## src/rtl/prd_pkg.sv

```systemverilog
package prd_pkg;
   localparam int CFG_W = 5;
   // apb byte address of the readback word (register index 0xe2, byte addr = 4*index)
   localparam logic [7:0] REG_IDX_READBACK = 8'he2;
   localparam logic [11:0] ADDR_READBACK = {2'b00, REG_IDX_READBACK, 2'b00};
   localparam logic [11:0] ADDR_STATUS = 12'h38c;
   localparam int FLD_CFG_LSB = 4;
   localparam int FLD_CFG_MSB = 7;
   localparam int STATUS_MODE_LSB = 0;
   localparam int STATUS_DEFINED_BIT = 4;
   localparam int STATUS_CFG_LSB = 8;
   // multipliers in half units: 5 means 2.5
   localparam logic [3:0] MULT_BYPASS = 4'h0;
   localparam logic [CFG_W-1:0] CFG_OFF_A = 5'h1e;
   localparam logic [CFG_W-1:0] CFG_OFF_B = 5'h1f;
   typedef enum logic [2:0] {
      PRD_NORMAL = 3'b000,
      PRD_MEM_BYPASS = 3'b001,
      PRD_SINGLE_BYPASS = 3'b011,
      PRD_DUAL_BYPASS = 3'b010,
      PRD_CLOCK_OFF = 3'b110,
      PRD_RESERVED = 3'b111
   } prd_mode_e;
   typedef enum logic [1:0] {
      PRD_SRC_NONE = 2'b00,
      PRD_SRC_PCI = 2'b01,
      PRD_SRC_OSC = 2'b11
   } prd_src_e;
   localparam logic [CFG_W-1:0] CFG_SINGLE_BYPASS = 5'h06;
   localparam logic [CFG_W-1:0] CFG_DUAL_BYPASS = 5'h07;
endpackage

```

## src/rtl/prd_top.sv

```systemverilog
// The APB register port was decided locally.
`timescale 1ns/10ps
module prd_top
   import prd_pkg::*;
(
   input wire logic i_ref_clk,
   input wire logic i_rst,
   input wire logic [prd_pkg::CFG_W-1:0] i_strap_cfg,
   input wire logic [11:0] i_paddr,
   input wire logic i_psel,
   input wire logic i_penable,
   input wire logic i_pwrite,
   input wire logic [31:0] i_pwdata,
   output logic [31:0] o_prdata,
   output logic o_pready,
   output logic o_pslverr,
   output logic [2:0] o_clk_mode,
   output logic [3:0] o_pci_mem_x2,
   output logic [3:0] o_mem_cpu_x2,
   output logic o_mem_pll_en,
   output logic o_cpu_pll_en,
   output logic o_clocks_en,
   output logic [1:0] o_cpu_clk_src,
   output logic o_strap_defined
);
   import prd_pkg::*;

   typedef struct packed {
      logic [CFG_W-1:0] s1;
      logic [CFG_W-1:0] s2;
      logic [CFG_W-1:0] s3;
      logic [CFG_W-1:0] cfg;
      logic [31:0] prdata;
      logic pready;
      logic pslverr;
      logic [2:0] mode;
      logic [3:0] pm;
      logic [3:0] mc;
      logic mem_pll;
      logic cpu_pll;
      logic clk_en;
      logic [1:0] src;
      logic defined;
   } prd_state_s;

   prd_state_s st_reg;
   prd_state_s st_next;
   prd_mode_e dec_mode;
   logic [3:0] dec_pm;
   logic [3:0] dec_mc;
   logic dec_def;
   logic [7:0] readback;
   logic [31:0] status;

   // decode the held strap, so outputs never follow a live pin after reset
   prd_decode u_dec (
      .i_cfg(st_reg.cfg),
      .o_mode(dec_mode),
      .o_pci_mem_x2(dec_pm),
      .o_mem_cpu_x2(dec_mc),
      .o_defined(dec_def)
   );

   always_comb begin
      readback = 8'h00;
      readback[FLD_CFG_MSB:FLD_CFG_LSB] = st_reg.cfg[CFG_W-1:1];
      status = 32'h0000_0000;
      status[STATUS_MODE_LSB +: 3] = st_reg.mode;
      status[STATUS_DEFINED_BIT] = st_reg.defined;
      status[STATUS_CFG_LSB +: CFG_W] = st_reg.cfg;
   end

   always_comb begin
      st_next = st_reg;
      st_next.s1 = i_strap_cfg;
      st_next.s2 = st_reg.s1;
      st_next.s3 = st_reg.s2;
      // track the strap only while reset stands; frozen after release
      if (i_rst && (st_reg.s2 == st_reg.s3)) begin
         st_next.cfg = st_reg.s3;
      end
      st_next.mode = dec_mode;
      st_next.pm = dec_pm;
      st_next.mc = dec_mc;
      st_next.defined = dec_def;
      st_next.mem_pll = 1'b1;
      st_next.cpu_pll = 1'b1;
      st_next.clk_en = 1'b1;
      st_next.src = PRD_SRC_NONE;
      case (dec_mode)
         PRD_MEM_BYPASS: begin
            st_next.mem_pll = 1'b0;
         end
         PRD_SINGLE_BYPASS: begin
            st_next.mem_pll = 1'b0;
            st_next.cpu_pll = 1'b0;
            st_next.src = PRD_SRC_PCI;
         end
         PRD_DUAL_BYPASS: begin
            // oscillator assumed synchronous to pci clock here
            st_next.mem_pll = 1'b0;
            st_next.cpu_pll = 1'b0;
            st_next.src = PRD_SRC_OSC;
         end
         PRD_CLOCK_OFF, PRD_RESERVED: begin
            // reserved codes are parked in clock off as the safe state
            st_next.mem_pll = 1'b0;
            st_next.cpu_pll = 1'b0;
            st_next.clk_en = 1'b0;
         end
         default: begin
         end
      endcase
      // apb: one wait-free access phase, read only map
      st_next.pready = 1'b0;
      st_next.pslverr = 1'b0;
      st_next.prdata = 32'h0000_0000;
      if (i_psel && !i_penable) begin
         st_next.pready = 1'b1;
         if (i_pwrite) begin
            st_next.pslverr = 1'b1;
         end else if (i_paddr == ADDR_READBACK) begin
            st_next.prdata = {24'h00_0000, readback};
         end else if (i_paddr == ADDR_STATUS) begin
            st_next.prdata = status;
         end else begin
            st_next.pslverr = 1'b1;
         end
      end
      if (i_rst) begin
         st_next.pready = 1'b0;
         st_next.pslverr = 1'b0;
         st_next.prdata = 32'h0000_0000;
         st_next.clk_en = 1'b0;
      end
   end

   always_ff @(posedge i_ref_clk) begin
      st_reg <= st_next;
   end

   assign o_prdata = st_reg.prdata;
   assign o_pready = st_reg.pready;
   assign o_pslverr = st_reg.pslverr;
   assign o_clk_mode = st_reg.mode;
   assign o_pci_mem_x2 = st_reg.pm;
   assign o_mem_cpu_x2 = st_reg.mc;
   assign o_mem_pll_en = st_reg.mem_pll;
   assign o_cpu_pll_en = st_reg.cpu_pll;
   assign o_clocks_en = st_reg.clk_en;
   assign o_cpu_clk_src = st_reg.src;
   assign o_strap_defined = st_reg.defined;
endmodule

```

## src/rtl/prd_decode.sv

```systemverilog
`timescale 1ns/10ps
module prd_decode
   import prd_pkg::*;
(
   input wire logic [prd_pkg::CFG_W-1:0] i_cfg,
   output prd_pkg::prd_mode_e o_mode,
   output logic [3:0] o_pci_mem_x2,
   output logic [3:0] o_mem_cpu_x2,
   output logic o_defined
);
   always_comb begin
      o_mode = PRD_RESERVED;
      o_pci_mem_x2 = MULT_BYPASS;
      o_mem_cpu_x2 = MULT_BYPASS;
      o_defined = 1'b1;
      case (i_cfg)
         5'h00: begin
            o_mode = PRD_NORMAL;
            o_pci_mem_x2 = 4'h6;
            o_mem_cpu_x2 = 4'h5;
         end
         5'h01: begin
            o_mode = PRD_NORMAL;
            o_pci_mem_x2 = 4'h6;
            o_mem_cpu_x2 = 4'h6;
         end
         5'h02: begin
            o_mode = PRD_NORMAL;
            o_pci_mem_x2 = 4'h2;
            o_mem_cpu_x2 = 4'h9;
         end
         5'h03: begin
            o_mode = PRD_MEM_BYPASS;
            o_pci_mem_x2 = 4'h2;
            o_mem_cpu_x2 = 4'h4;
         end
         5'h04: begin
            o_mode = PRD_NORMAL;
            o_pci_mem_x2 = 4'h4;
            o_mem_cpu_x2 = 4'h4;
         end
         CFG_SINGLE_BYPASS: begin
            // cpu straight from pci clock, 1:1 pci:mem
            o_mode = PRD_SINGLE_BYPASS;
            o_pci_mem_x2 = 4'h2;
         end
         CFG_DUAL_BYPASS: begin
            o_mode = PRD_DUAL_BYPASS;
            o_pci_mem_x2 = 4'h2;
            o_mem_cpu_x2 = 4'h2;
         end
         CFG_OFF_A, CFG_OFF_B: begin
            o_mode = PRD_CLOCK_OFF;
         end
         default: begin
            o_defined = 1'b0;
         end
      endcase
   end
endmodule

```

## config.mk

```make
export PLATFORM = sky130hd
export DESIGN_NAME = prd_top
export DESIGN_NICKNAME = d
export VERILOG_FILES = /design/src/rtl/prd_pkg.sv /design/src/rtl/prd_top.sv /design/src/rtl/prd_decode.sv
export SDC_FILE = /design/constraint.sdc
export NUM_CORES = 1
export LEC_CHECK = 0
export BUFFER_PORTS_ARGS = -buffer_cell sky130_fd_sc_hd__clkbuf_2
export CAP_MARGIN = 25
export CORE_MARGIN = 2
export CORE_UTILIZATION = 47
export DETAILED_ROUTE_END_ITERATION = 8
export GPL_TIMING_DRIVEN = 0
export PLACE_DENSITY_LB_ADDON = 0.12
export SLEW_MARGIN = 20
export SYNTH_ARGS = -nofsm -noshare
export SYNTH_HDL_FRONTEND = slang
export SYNTH_HIERARCHICAL = 1
export SYNTH_SLANG_ARGS = --single-unit
```

## constraint.sdc

```tcl
create_clock -name i_ref_clk -period 1.94 [get_ports i_ref_clk]
set_input_delay 0.291 -clock i_ref_clk [delete_from_list [all_inputs] [get_ports i_ref_clk]]
set_output_delay 0.291 -clock i_ref_clk [all_outputs]
set_load 0.01 [all_outputs]
```

== Word-level counts from Yosys, hierarchy flattened ==
Index checks and enable logic that the tools add are counted.

* Logic and storage cells: 66
* Bits of input ports: 54
* Bits in registers: 71

* Mux-type cells: 14
* Equal/unequal tests: 16
* Reductions and logical operators: 17
* Bitwise gates (word level): 2

{| class="wikitable"
|+ Operator list
! operator !! number
|-
| 2-to-1 mux 13 bit || 2
|-
| == test 12 x 10 -> 1 bit, second input constant || 2
|-
| one-hot mux 4 bit (5 select lines) || 1
|-
| OR reduction 4 bit || 4
|-
| == test 5 x 3 -> 1 bit, second input constant || 3
|-
| one-hot mux 3 bit (5 select lines) || 1
|-
| == test 5 x 2 -> 1 bit, second input constant || 2
|-
| == test 5 bit, second input constant || 2
|-
| OR reduction 2 bit || 5
|-
| OR reduction 5 bit || 2
|-
| one-hot mux 3 bit (3 select lines) || 1
|-
| OR reduction 9 bit || 1
|-
| 2-to-1 mux 1 bit || 7
|-
| == test 3 x 2 -> 1 bit, second input constant || 2
|-
| == test 3 bit, second input constant || 2
|-
| == test 5 x 1 -> 1 bit, second input constant || 1
|-
| == test 5 bit || 1
|-
| logical NOT 5 bit || 1
|-
| one-hot mux 2 bit (2 select lines) || 1
|-
| == test 3 x 1 -> 1 bit, second input constant || 1
|-
| OR reduction 3 bit || 1
|-
| logical AND 1 bit || 2
|-
| 2-to-1 mux 2 bit || 1
|-
| inverter 1 bit || 2
|-
| logical NOT 1 bit || 1
|}

== Longest topological paths before layout ==
* Depth in word-level cells: 6
* Mapped depth: 5
* Mapped depth without buffers: 4

== Cells and area by module ==
The synthesis kept the hierarchy.

{| class="wikitable"
|+ By module, submodules not included
! module !! times used !! area an instance (µm²) !! cells each
|-
| prd_top || 1 || 1694.1 || 133
|-
| prd_decode || 1 || 172.7 || 26
|}

== Worst setup path after synthesis ==
OpenSTA, ideal clock, no wires.

* Kind: input to register
* Start: input port i_pwrite
* End: register st_reg (netlist bit o_prdata[0])
* Arrival time: 1.340 ns
* Stages: 3
* Required time: 1.880 ns
* Path slack: 0.541 ns
* Cells stage by stage: or4b_4 nor4_4 and2_1

* Longest elaborated chain between the ends: 1

{| class="wikitable"
|+ RTL lines
! element !! RTL line !! RTL
|-
| from (decl) || prd_top.sv:12 || <nowiki>input wire logic i_pwrite,</nowiki>
|-
| OR reduction 5 bit (no line) || - ||
|-
| to (signal assigned) || prd_top.sv:139 || <nowiki>st_reg <= st_next;</nowiki>
|-
| to (decl) || prd_top.sv:46 || <nowiki>prd_state_s st_reg;</nowiki>
|}

Every way passes these cells.
A chain may end at the register's enable or synchronous reset.

== Worst setup path in the final report ==
* Start: register st_reg[57] (netlist bit)
* End: register st_reg[51] (netlist bit), enable pin

* Longest elaborated chain between the ends: 2

{| class="wikitable"
|+ RTL lines
! element !! RTL line !! RTL
|-
| == test 5 bit || prd_top.sv:79 || <nowiki>if (i_rst && (st_reg.s2 == st_reg.s3)) begin</nowiki>
|-
| logical AND 1 bit || prd_top.sv:79 ||
|}

Every way passes these cells.

==> results.sh <==
export IMPL_outcome="completed"
export IMPL_hold_end="st_next[65]"
export IMPL_clk_latency_ns=0.29
export IMPL_drv_slew=0
export IMPL_clk_pin_slew_ns=0.08
export IMPL_holdWs_ns=0.0939
export IMPL_h_tree_depth=2
export IMPL_gp_congestion=0.674
export IMPL_period_minus_slack_ns=1.40
export IMPL_largest_register_ffs=12
export IMPL_cts_setup_buffers=0
export IMPL_die_width_um=67.0
export IMPL_drt_iter0_markers=27
export IMPL_setup_viol=0
export IMPL_crit_type="reg -> reg"
export IMPL_cts_tree="yes"
export IMPL_crit_path_start="st_reg[57]"
export IMPL_first_pass_iters=4
export IMPL_fp_dieH_um=67.0
export IMPL_core_area_um2=3740
export IMPL_crit_fanout=5
export IMPL_clk_path_buf_depth=2
export IMPL_p_leak_nw=1.21
export IMPL_power_density_nw_per_um2=756
export IMPL_grt_overflow=0
export IMPL_endpoint_kind="flop"
export IMPL_final_common_cell="clkbuf_2"
export IMPL_ctsHoldBuffers=0
export IMPL_ioPinCount=105
export IMPL_grt_max_degree=15
export IMPL_portBuffers=52
export IMPL_via_count=1121
export IMPL_finalClockSkew_ns=0.00799
export IMPL_drv_cap=0
export IMPL_hold_viol_final=0
export IMPL_fp_dieArea_um2=4490
export IMPL_hold_depth=1
export IMPL_cts_buffers=5
export IMPL_fmax_ghz=0.716
export IMPL_start_util_pct=49.9
export IMPL_hold_path_class="in -> reg"
export IMPL_nFillCells=337
export IMPL_synth_seq_area_share_pct=57.4
export IMPL_cts_resized=0
export IMPL_antenna_found_initial=0
export IMPL_layout_common_cells="52 x clkbuf_2, 48 x buf_4, 46 x dfxtp_1"
export IMPL_netlist_area_um2=1870
export IMPL_hp_start="i_strap_cfg[4]"
export IMPL_reg2reg_depth=3
export IMPL_row_count=22
export IMPL_r2r_end="st_reg[51]"
export IMPL_setup_tns_final_ns=0
export IMPL_drive_gt1_share_pct=49.0
export IMPL_nets=292
export IMPL_drtAntennaViolNets=0
export IMPL_syn_avg_cell_area_um2=11.7
export IMPL_arrival_ns=1.38
export IMPL_required_ns=1.93
export IMPL_grt_pass1_vias=954
export IMPL_hpwl_um=1900
export IMPL_numClockSinks=51
export IMPL_synth_distinct_cells=31
export IMPL_antennaDiodeCount=0
export IMPL_fin_crit_sh_pct=72.0
export IMPL_ir_drop_mv=0.575
export IMPL_via_per_inst=3.91
export IMPL_grtUsageTotal_pct=12.2
export IMPL_seqCellArea_um2=1070
export IMPL_drt_wl_total_um=2350
export IMPL_cts_root_buf="clkbuf_8"
export IMPL_reg2reg_from="st_reg[57]"
export IMPL_netlist_instances=159
export IMPL_ys_seq_elements=51
export IMPL_area_growth_pct=25.5
export IMPL_avgRoutedWirePerCell_um=8.18
export IMPL_rsz0062_at_grt="false"
export IMPL_start_kind="flop"
export IMPL_multi_input_area_um2=499
export IMPL_grt_first_pass_wirelength_um=3870
export IMPL_route_detailed_drc=0
export IMPL_yosysWarningCount=6
export IMPL_r2r_slack_ns=0.54
## routing by layer
layer / wire [um] / vias up / share of wire [%] / GRT usage, %
met3: 167 / 4 / 7.1 / 6.42
li1: - / 608 / - / -
met5: 0 / - / 0 / 0
met1: 854 / 476 / 36 / 11.2
met4: 44 / 0 / 1.9 / 6.12
met2: 1280 / 33 / 55 / 21.7
## where the power goes
part	internal [mW]	switching [mW]	total (mW)	leakage, nW
combinational	0.0723	0.0529	0.125	0.742
sequential	1.09	0.0139	1.11	0.425
clock	0.256	0.286	0.542	0.0395
total	1.42	0.352	1.77	1.21
## synthesized netlist by cell type, drive strengths merged
cell type | n | area, um^2
a22oi | 1 | 12.5
or4b | 3 | 37.5
mux2 | 1 | 11.3
xor2 | 4 | 35.0
nor2 | 3 | 13.8
nand2 | 4 | 15.0
nor3b | 1 | 7.51
nor3 | 3 | 26.3
and3 | 4 | 25.0
nand2b | 1 | 6.26
a21o | 1 | 8.76
and2 | 12 | 75.1
a21oi | 3 | 15.0
or4bb | 1 | 11.3
xnor2 | 1 | 8.76
o21ai | 4 | 20.0
nor4 | 4 | 52.6
conb | 2 | 7.51
a21boi | 1 | 7.51
and2b | 1 | 10.0
inv | 3 | 11.3
nor2b | 1 | 6.26
dfxtp | 46 | 921
buf | 48 | 360
edfxtp | 5 | 150
nand4bb | 1 | 11.3
## logic make-up (layout without fill, tap and decap cells)
group           count (synthesis)  in the layout  share of synthesized area, %
flops                          51             51                          57.4
buf+inv                        51            111                          19.9
simple gates                   39             39                          16.0
compound gates                 10             10                          3.42
xor+xnor                        5              5                          2.35
other cells                     2             22                         0.402
mux                             1              1                         0.603
## final cells by class
cell class / instances / area share, %
inverters: 3 / 0.481
clock buffers: 8 / 3.42
repair buffers: 52 / 11.1
plain buffers: 48 / 15.4
multi-input cells: 77 / 21.3
well taps: 48 / 2.56
flip-flops and latches: 51 / 45.7
## worst max-delay path: stages, from the launching register on
cell     delay [ns]
dfxtp_1        0.32
xor2_1         0.15
nor4_1         0.29
and3_1         0.32
## per-stage QoR
| stage | area (um^2) | total power, mW | instances | utilization (%) | setup slack (ns) |
|---|---|---|---|---|---|
| after floorplan | 1940 | 1.22 | 179 | - | 0.541 |
| after CTS | 2340 | 1.80 | 287 | 62.6 | 0.536 |
| after detailed placement | 2260 | 1.25 | 279 | 60.4 | 0.320 |
| after global routing | 2340 | 1.86 | 287 | 62.6 | 0.431 |
| after global placement | 2260 | 1.25 | 279 | 60.4 | 0.308 |
| final | 2340 | 1.77 | 287 | 62.6 | 0.544 |
## how the worst max path moves through the flow
stage	depth (start not counted)	to
floorplan	3	o_prdata[0]
global route	3	readback[6]
global placement	4	o_prdata[9]
detailed placement	4	o_prdata[12]
finish	3	st_reg[51]
CTS	3	st_reg[51]
Note: power is estimated with default switching activity, not from simulation.
